`config.mk`:
```
export PLATFORM = sky130hd
export DESIGN_NAME = switch_timing_control
export DESIGN_NICKNAME = d
export VERILOG_FILES = /design/src/design/switch_timing_pkg.sv /design/src/design/frame_boundary_detect.sv /design/src/design/switch_timing_control.sv
export SDC_FILE = /design/constraint.sdc
export NUM_CORES = 1
export LEC_CHECK = 0
export BUFFER_PORTS_ARGS = -buffer_cell sky130_fd_sc_hd__buf_2
export CAP_MARGIN = 20
export CORE_ASPECT_RATIO = 1.25
export CORE_MARGIN = 4
export CORE_UTILIZATION = 54
export CTS_CLUSTER_DIAMETER = 120
export CTS_CLUSTER_SIZE = 16
export DETAILED_ROUTE_END_ITERATION = 10
export PLACE_DENSITY = 0.85
export SETUP_SLACK_MARGIN = 0.4
export SLEW_MARGIN = 20
export SYNTH_ARGS = -nofsm -noshare
export SYNTH_HDL_FRONTEND = slang
export SYNTH_SLANG_ARGS = --single-unit
```
`constraint.sdc`:
```
create_clock -name clk -period 6.2 [get_ports clk]
set_clock_uncertainty 0.2 [all_clocks]
set_input_delay 1.24 -clock clk [delete_from_list [all_inputs] [get_ports clk]]
set_output_delay 1.24 -clock clk [all_outputs]
set_load 0.02 [all_outputs]
```
`src/design/switch_timing_pkg.sv`:
```
package switch_timing_pkg;

	// ==========================================================
	// register map
	localparam logic [13:0] MAIN_CONTROL_ADDR  = 14'h0000;
	localparam logic [15:0] MAIN_CONTROL_RESET = 16'h0000;
	localparam logic [15:0] MAIN_CONTROL_MASK  = 16'h3FFF;

	// ==========================================================
	// field positions of main_control
	localparam int SLAVE_LOOP_ENABLE_BIT = 13;
	localparam int OPERATION_HI          = 12;
	localparam int OPERATION_LO          = 11;
	localparam int LOOPBACK_BIT          = 10;
	localparam int FP_POSITION_BIT       = 9;
	localparam int CLOCK_POLARITY_BIT    = 8;
	localparam int FP_POLARITY_BIT       = 7;
	localparam int RATE_HI               = 6;
	localparam int RATE_LO               = 5;

	// ==========================================================
	// encodings
	localparam logic [1:0] OPERATION_MASTER = 2'h0;
	localparam logic [1:0] RATE_16M         = 2'h0;
	localparam logic [1:0] RATE_8M          = 2'h1;
	localparam logic [1:0] RATE_4M          = 2'h2;
	localparam logic [1:0] RATE_RESERVED    = 2'h3;

	// ==========================================================
	// timing: frame pulse widths, converted at the system clock rate
	localparam int CLOCK_MHZ           = 40;
	localparam int LOOPBACK_CLOCK_KHZ  = 16384;
	localparam int FP_WIDTH_16M_NS     = 61;
	localparam int FP_WIDTH_8M_NS      = 122;
	localparam int FP_WIDTH_4M_NS      = 244;
	localparam logic [3:0] FP_WIDTH_16M_CYCLES = 4'((FP_WIDTH_16M_NS * CLOCK_MHZ + 999) / 1000);
	localparam logic [3:0] FP_WIDTH_8M_CYCLES  = 4'((FP_WIDTH_8M_NS * CLOCK_MHZ + 999) / 1000);
	localparam logic [3:0] FP_WIDTH_4M_CYCLES  = 4'((FP_WIDTH_4M_NS * CLOCK_MHZ + 999) / 1000);

	// ==========================================================
	// decoded configuration handed to the timing logic
	typedef struct packed {
		logic       slave_mode;
		logic       loop_enable;
		logic       low_from_input;
		logic       high_locked_ref;
		logic       ref_fail_drive;
		logic       loopback_active;
		logic       fp_starts_at_boundary;
		logic       rising_edge_aligned;
		logic       fp_active_high;
		logic [1:0] rate;
		logic       rate_reserved;
		logic       loopback_rate_conflict;
		logic [3:0] fp_width_cycles;
	} timing_config_t;

endpackage : switch_timing_pkg

```
`src/design/frame_boundary_detect.sv`:
```
`timescale 1ns/1ps
`default_nettype none

module frame_boundary_detect (
	input  wire logic clk,
	input  wire logic reset,
	input  wire logic input_clock,
	input  wire logic input_frame_pulse,
	input  wire logic rising_edge_aligned,
	input  wire logic fp_active_high,
	input  wire logic fp_starts_at_boundary,
	output logic      frame_boundary,
	output logic      frame_pulse_active
);

	typedef struct packed {
		logic clock_q;
		logic active_q;
		logic boundary;
	} detect_state_t;

	detect_state_t state;
	detect_state_t next_state;
	logic          aligned_edge;
	logic          active_now;

	// ==========================================================
	// edge and pulse qualification
	always_comb begin
		next_state = state;
		aligned_edge = rising_edge_aligned ? (input_clock & ~state.clock_q) : (~input_clock & state.clock_q);
		active_now = fp_active_high ? input_frame_pulse : ~input_frame_pulse;
		next_state.clock_q  = input_clock;
		next_state.active_q = active_now;
		if (fp_starts_at_boundary) begin
			next_state.boundary = aligned_edge & active_now & ~state.active_q;
		end else begin
			next_state.boundary = aligned_edge & active_now & state.active_q;
		end
	end

	always_ff @(posedge clk) begin
		if (reset) begin
			state <= '0;
		end else begin
			state <= next_state;
		end
	end

	assign frame_boundary     = state.boundary;
	assign frame_pulse_active = state.active_q;
endmodule : frame_boundary_detect

`default_nettype wire

```
`src/design/switch_timing_control.sv`:
```
// Summary of operation
// - slave loop off while enable bit clear
// - slave loop on with enable and oscillator
// - slave loop on: low outputs from input timing
// - running loop keeps failure outputs driven
// - bits 12-11 pick master or slave
// - loopback clear: timing from external pins
// - loopback set in master mode: internal clock and frame used
// - position bit: straddle or start at boundary
// - polarity bit: falling or rising edge aligned
// - polarity bit: frame pulse low or high
// - rate field selects clock and pulse width; code decodes only the pulse width, no clock
`timescale 1ns/1ps
`default_nettype none

module switch_timing_control #(
	parameter int ADDR_WIDTH = 14
) (
	input  wire logic                             clk,
	input  wire logic                             reset,
	input  wire logic                             cpu_select,
	input  wire logic                             cpu_write,
	input  wire logic                             cpu_read,
	input  wire logic [ADDR_WIDTH-1:0]            cpu_address,
	input  wire logic [15:0]                      cpu_write_data,
	output logic      [15:0]                      cpu_read_data,
	output logic                                  cpu_read_valid,
	input  wire logic                             oscillator_enable,
	input  wire logic                             input_clock,
	input  wire logic                             input_frame_pulse,
	input  wire logic                             loopback_source_clock,
	input  wire logic                             loopback_source_frame,
	output switch_timing_pkg::timing_config_t     timing_config,
	output logic                                  selected_clock,
	output logic                                  selected_frame,
	output logic                                  frame_boundary,
	output logic                                  frame_pulse_active,
	output logic                                  frame_width_short
);

	// ==========================================================
	// parameter check
	if (ADDR_WIDTH < 14) begin : g_bad_width
		$error("ADDR_WIDTH must cover the register address");
	end

	// system clock must run at least twice the sampled timing clock
	if (switch_timing_pkg::LOOPBACK_CLOCK_KHZ * 2 > switch_timing_pkg::CLOCK_MHZ * 1000) begin : g_bad_clock
		$error("system clock too slow for the timing clock");
	end

	// widest frame pulse must fit the width counter
	if ((switch_timing_pkg::FP_WIDTH_4M_NS * switch_timing_pkg::CLOCK_MHZ + 999) / 1000 > 15) begin : g_bad_count
		$error("frame pulse width overflows the counter");
	end

	typedef struct packed {
		logic [15:0]                       ctrl;
		switch_timing_pkg::timing_config_t cfg;
		logic                              sel_clock;
		logic                              sel_frame;
		logic [15:0]                       rdata;
		logic                              rvalid;
		logic [3:0]                        width_count;
		logic                              width_short;
	} main_state_t;

	main_state_t state;
	main_state_t next_state;
	logic        hit;
	logic [15:0] c;
	logic        slave;
	logic        loop_on;

	// ==========================================================
	// register access and configuration decode
	always_comb begin
		next_state = state;
		hit = cpu_select && (cpu_address == ADDR_WIDTH'(switch_timing_pkg::MAIN_CONTROL_ADDR));
		if (hit && cpu_write) begin
			next_state.ctrl = cpu_write_data & switch_timing_pkg::MAIN_CONTROL_MASK;
		end
		next_state.rvalid = cpu_select && cpu_read;
		if (cpu_select && cpu_read) begin
			next_state.rdata = hit ? state.ctrl : 16'h0000;
		end
		c = next_state.ctrl;
		slave = c[switch_timing_pkg::OPERATION_HI:switch_timing_pkg::OPERATION_LO]
			!= switch_timing_pkg::OPERATION_MASTER;
		loop_on = slave ? (c[switch_timing_pkg::SLAVE_LOOP_ENABLE_BIT] & oscillator_enable) : oscillator_enable;
		next_state.cfg.slave_mode  = slave;
		next_state.cfg.loop_enable = loop_on;
		next_state.cfg.low_from_input  = slave & loop_on;
		next_state.cfg.high_locked_ref = loop_on;
		next_state.cfg.ref_fail_drive = loop_on;
		next_state.cfg.loopback_active       = ~slave & c[switch_timing_pkg::LOOPBACK_BIT];
		next_state.cfg.fp_starts_at_boundary = c[switch_timing_pkg::FP_POSITION_BIT];
		next_state.cfg.rising_edge_aligned   = c[switch_timing_pkg::CLOCK_POLARITY_BIT];
		next_state.cfg.fp_active_high        = c[switch_timing_pkg::FP_POLARITY_BIT];
		next_state.cfg.rate          = c[switch_timing_pkg::RATE_HI:switch_timing_pkg::RATE_LO];
		next_state.cfg.rate_reserved = next_state.cfg.rate == switch_timing_pkg::RATE_RESERVED;
		case (next_state.cfg.rate)
			switch_timing_pkg::RATE_16M: next_state.cfg.fp_width_cycles = switch_timing_pkg::FP_WIDTH_16M_CYCLES;
			switch_timing_pkg::RATE_8M:  next_state.cfg.fp_width_cycles = switch_timing_pkg::FP_WIDTH_8M_CYCLES;
			switch_timing_pkg::RATE_4M:  next_state.cfg.fp_width_cycles = switch_timing_pkg::FP_WIDTH_4M_CYCLES;
			default:                     next_state.cfg.fp_width_cycles = 4'h0;
		endcase
		next_state.cfg.loopback_rate_conflict = next_state.cfg.loopback_active
			&& (next_state.cfg.rate != switch_timing_pkg::RATE_16M);
		if (state.cfg.loopback_active) begin
			next_state.sel_clock = loopback_source_clock;
			next_state.sel_frame = loopback_source_frame;
		end else begin
			next_state.sel_clock = input_clock;
			next_state.sel_frame = input_frame_pulse;
		end
		if (frame_pulse_active) begin
			if (state.width_count != 4'hF) begin
				next_state.width_count = state.width_count + 4'h1;
			end
		end else begin
			next_state.width_count = 4'h0;
			if (state.width_count != 4'h0) begin
				next_state.width_short = state.width_count < state.cfg.fp_width_cycles;
			end
		end
	end

	always_ff @(posedge clk) begin
		if (reset) begin
			state <= '0;
		end else begin
			state <= next_state;
		end
	end

	// ==========================================================
	// frame boundary extraction
	frame_boundary_detect u_detect (
		.clk                   (clk),
		.reset                 (reset),
		.input_clock           (state.sel_clock),
		.input_frame_pulse     (state.sel_frame),
		.rising_edge_aligned   (state.cfg.rising_edge_aligned),
		.fp_active_high        (state.cfg.fp_active_high),
		.fp_starts_at_boundary (state.cfg.fp_starts_at_boundary),
		.frame_boundary        (frame_boundary),
		.frame_pulse_active    (frame_pulse_active)
	);

	assign cpu_read_data     = state.rdata;
	assign cpu_read_valid    = state.rvalid;
	assign timing_config     = state.cfg;
	assign selected_clock    = state.sel_clock;
	assign selected_frame    = state.sel_frame;
	assign frame_width_short = state.width_short;
endmodule : switch_timing_control

`default_nettype wire

```
==> report_table.html <==
<table>
<tr><th>Metric</th><th>Value</th></tr>
<tr><th colspan="2">Floorplan</th></tr>
<tr><td>Boundary pin count</td><td>79</td></tr>
<tr><td>Row count</td><td>26</td></tr>
<tr><td>Chip width</td><td>67.47 um</td></tr>
<tr><td>Area of the core</td><td>0.004164 mm2</td></tr>
<tr><td>Initial Utilization</td><td>57.33%</td></tr>
<tr><td>DIE HEIGHT</td><td>82.34 um</td></tr>
<tr><td>Total Die Area</td><td>0.005555 mm2</td></tr>
<tr><th colspan="2">GRT</th></tr>
<tr><td>Total overflow reported by the global router</td><td>0</td></tr>
<tr><td>Largest net degree at the start of global routing</td><td>43</td></tr>
<tr><td>Global-route usage over all layers</td><td>18.82%</td></tr>
<tr><td>Vias in the first global route</td><td>1845</td></tr>
<tr><td>Initial antenna violation count</td><td>0</td></tr>
<tr><td>Wire length of the first global-routing pass</td><td>8.059 mm</td></tr>
<tr><th colspan="2">Timing</th></tr>
<tr><td>Worst hold margin</td><td>0.2529 ns</td></tr>
<tr><td>Final hold viol count</td><td>0</td></tr>
<tr><td>Unrepaired setup endpoints after global routing</td><td>no</td></tr>
<tr><td>Transition time at the pin with the least slew margin</td><td>0.7635 ns</td></tr>
<tr><td>Total setup violations reported at the end of the flow</td><td>0</td></tr>
<tr><td>Slack of the critical path</td><td>3.031 ns</td></tr>
<tr><td>Highest clock rate</td><td>0.3155 GHz</td></tr>
<tr><td>Count of final max-slew check failures</td><td>0</td></tr>
<tr><td>Final-layout setup total negative slack</td><td>0 ns</td></tr>
<tr><td>Headroom to the max-slew limit</td><td>49.05%</td></tr>
<tr><td>Crit share post-route</td><td>51.12%</td></tr>
<tr><td>Post-layout minimum cycle time</td><td>3.169 ns</td></tr>
<tr><th colspan="2">Synth</th></tr>
<tr><td>Number of warnings issued by yosys</td><td>0</td></tr>
<tr><td>Avg Cell Area, Syn</td><td>9.289 um2</td></tr>
<tr><td>Fraction of registers with async set/reset</td><td>0%</td></tr>
<tr><td>Most frequently used flop master after synthesis</td><td>sky130_fd_sc_hd__dfxtp_1</td></tr>
<tr><td>EDFF count, synth</td><td>0</td></tr>
<tr><td>Syn Std Cell Area</td><td>0.002387 mm2</td></tr>
<tr><td>Yosys cell types</td><td>40</td></tr>
<tr><td>Share of synthesized area occupied by flip-flops and latches</td><td>41.09%</td></tr>
<tr><td>Post-Synthesis Cells</td><td>257</td></tr>
<tr><td>Post-synthesis sequential element count</td><td>49</td></tr>
<tr><th colspan="2">Critical path</th></tr>
<tr><td>Launching element type of the critical path</td><td>input port</td></tr>
<tr><td>Crit path kind</td><td>in2reg</td></tr>
<tr><td>Longest individual stage delay on the worst path</td><td>0.58 ns</td></tr>
<tr><td>Cell at the slowest stage of the critical path</td><td>sky130_fd_sc_hd__or4_4</td></tr>
<tr><td>Req. time, crit path</td><td>6.19 ns</td></tr>
<tr><td>Arr. time, crit path</td><td>3.16 ns</td></tr>
<tr><td>Crit path cell chain</td><td>buf_2 &gt; inv_2 &gt; or4_4 &gt; nor4_4 &gt; mux2_2</td></tr>
<tr><td>Element type at the critical path end</td><td>register</td></tr>
<tr><td>Maximum fanout encountered on the critical timing path</td><td>15</td></tr>
<tr><td>Register-to-Register Path Depth</td><td>2</td></tr>
<tr><th colspan="2">Status</th></tr>
<tr><td>Outcome</td><td>complete, no violations</td></tr>
<tr><th colspan="2">Detailed routing</th></tr>
<tr><td>Detailed-route DRC error count</td><td>0</td></tr>
<tr><td>Routed WL per cell</td><td>14.45 um</td></tr>
<tr><td>Vias/cell</td><td>5.610</td></tr>
<tr><td>Post-route ant nets</td><td>0</td></tr>
<tr><td>Number of design-rule violations left by the first detailed-router iteration</td><td>73</td></tr>
<tr><td>Routed Wire Length</td><td>5.043 mm</td></tr>
<tr><td>Pre-antenna DRT Iters</td><td>4</td></tr>
<tr><td>Vias</td><td>1958</td></tr>
<tr><th colspan="2">Clock network</th></tr>
<tr><td>CTS buffer count</td><td>5</td></tr>
<tr><td>Clock tree root driver cell</td><td>sky130_fd_sc_hd__clkbuf_8</td></tr>
<tr><td>Post-CTS setup buffer count</td><td>0</td></tr>
<tr><td>CTS Hold Buffers Added</td><td>0</td></tr>
<tr><td>Number of sinks on the clock net</td><td>49</td></tr>
<tr><td>Depth of the CTS H-tree</td><td>2</td></tr>
<tr><td>Worst skew pair latency</td><td>0.30 ns</td></tr>
<tr><td>Clock transition at path regs</td><td>0.09 ns</td></tr>
<tr><td>Clock tree from TritonCTS</td><td>done</td></tr>
<tr><td>Maximum clock insertion buffer count</td><td>2</td></tr>
<tr><td>Number of gates resized after CTS</td><td>0</td></tr>
<tr><th colspan="2">Final layout</th></tr>
<tr><td>Sequential Area</td><td>980.9 um2</td></tr>
<tr><td>Cell area after layout</td><td>0.002621 mm2</td></tr>
<tr><td>Leading cell types in the layout, fill and taps excluded</td><td>74 x sky130_fd_sc_hd__buf_2, 49 x sky130_fd_sc_hd__dfxtp_1, 20 x sky130_fd_sc_hd__a21oi_1, 19 x sky130_fd_sc_hd__nand4_1, 16 x sky130_fd_sc_hd__nor2_1</td></tr>
<tr><td>Most common cell after layout, fill and taps aside</td><td>sky130_fd_sc_hd__buf_2</td></tr>
<tr><td>Final net count</td><td>337</td></tr>
<tr><td>Area occupied by multi-input gates</td><td>0.001055 mm2</td></tr>
<tr><td>Synth-to-Final Area Change</td><td>9.801%</td></tr>
<tr><td>Share of final-layout standard cells stronger than drive strength 1</td><td>33.11%</td></tr>
<tr><td>Count of antenna diodes in the layout</td><td>0</td></tr>
<tr><td>Number of filler cells placed in the layout</td><td>378</td></tr>
<tr><th colspan="2">Placement</th></tr>
<tr><td>Setup slack at placement</td><td>2.767 ns</td></tr>
<tr><td>Weighted congestion at the end of routability-driven global placement</td><td>0.7644</td></tr>
<tr><td>Post-detail-place hpwl</td><td>3.708 mm</td></tr>
<tr><td>Area after detailed placement</td><td>0.002510 mm2</td></tr>
<tr><td>Number of buffers added on ports</td><td>74</td></tr>
<tr><th colspan="2">Worst hold path</th></tr>
<tr><td>Class of the tightest hold or removal check</td><td>reg2reg</td></tr>
<tr><td>Hold path cells</td><td>2</td></tr>
<tr><th colspan="2">Job</th></tr>
<tr><td>Number of max-cap violations</td><td>0</td></tr>
<tr><th colspan="2">Pwr</th></tr>
<tr><td>Power density of the placed cells</td><td>225.6 mW/mm2</td></tr>
<tr><td>Total Power</td><td>591.4 uW</td></tr>
<tr><td>Max IR drop VDD</td><td>0.0001579 V</td></tr>
<tr><td>P_leak</td><td>1.114 nW</td></tr>
</table>
==> final timing paths <==
| check | startpoint | slack (ns) | endpoint |
|---|---|---|---|
| max reg2reg | state[49] | 4.67 | u_detect.frame_boundary |
| min reg2reg | cpu_read_data[4] | 0.25 | cpu_read_data[4] |
| min | cpu_read_data[4] | 0.25 | cpu_read_data[4] |
| max | cpu_write | 3.03 | timing_config[3] |
==> cells by family after synthesis <==
logic type / Yosys count / synth area share (%)
mux: 12 / 5.241
buf+inv: 55 / 15.20
simple gates: 81 / 20.81
flops: 49 / 41.09
other cells: 1 / 0.1571
fa+ha+maj: 5 / 2.621
xor+xnor: 3 / 1.101
compound gates: 51 / 13.78
==> flip-flops by register name, summed over array words and instances, names as in the netlist <==
signal                       flops
selected_frame                   1
cpu_read_valid                   1
state                           18
u_detect.state                   1
selected_clock                   1
u_detect.frame_pulse_active      1
cpu_read_data                   14
timing_config                   10
frame_width_short                1
u_detect.frame_boundary          1
==> worst max-delay path, delay by kind of cell <==
kind | cells | cell delay [ns]
buffers and inverters | 2 | 0.46
multiplexers | 1 | 0.41
AND/OR/NAND/NOR | 2 | 1.04
==> metal layers <==
| metal | share of wire (%) | GRT usage [%] | vias up |
|---|---|---|---|
| li1 | - | - | 965 |
| met2 | 51 | 33.40 | 82 |
| met3 | 8.0 | 5.142 | 8 |
| met4 | 1.4 | 7.505 | 0 |
| met5 | 0 | 0 | - |
| met1 | 40 | 20.95 | 903 |
==> final cells by class <==
cell class | count | area share [%]
well taps | 56 | 2.673
clock inverters | 2 | 1.480
repair buffers | 75 | 14.42
multi-input cells | 154 | 40.24
inverters | 7 | 1.002
flip-flops and latches | 49 | 37.42
clock buffers | 6 | 2.769
==> power breakdown <==
part | switching, mW | total, mW | internal (mW)
logic | 0.0286 | 0.0470 | 0.0183
clock network | 0.102 | 0.224 | 0.121
registers | 0.00288 | 0.321 | 0.318
total | 0.134 | 0.591 | 0.457
==> per-stage QoR <==
stage	instances	util [%]
floorplan	258	-
global placement	341	60.22
detailed placement	341	60.28
CTS	349	62.95
global route	349	62.95
finish	349	62.95
==> cells in the mapped netlist (3+ instances only) <==
master                     count  area [um2]
sky130_fd_sc_hd__nand2b_1      3       18.77
sky130_fd_sc_hd__nand4_1      19       118.9
sky130_fd_sc_hd__o21ai_0       6       30.03
sky130_fd_sc_hd__mux2_2        4       45.04
sky130_fd_sc_hd__nand2_1       8       30.03
sky130_fd_sc_hd__inv_1         6       22.52
sky130_fd_sc_hd__mux2i_1       8       80.08
sky130_fd_sc_hd__nor3_1        4       20.02
sky130_fd_sc_hd__a21oi_1      20       100.1
sky130_fd_sc_hd__buf_4        34       255.2
sky130_fd_sc_hd__ha_1          5       62.56
sky130_fd_sc_hd__o31ai_1      13       97.59
sky130_fd_sc_hd__dfxtp_1      49       980.9
sky130_fd_sc_hd__clkbuf_1      7       26.28
sky130_fd_sc_hd__buf_2         3       15.01
sky130_fd_sc_hd__or4_4         4       45.04
sky130_fd_sc_hd__nor3b_1       5       37.54
sky130_fd_sc_hd__nand3_1       4       20.02
sky130_fd_sc_hd__a22o_1        8       70.07
sky130_fd_sc_hd__nor2_1       17       63.81
sky130_fd_sc_hd__nand3b_1      5       37.54
Power figures use the tool's default switching activity.
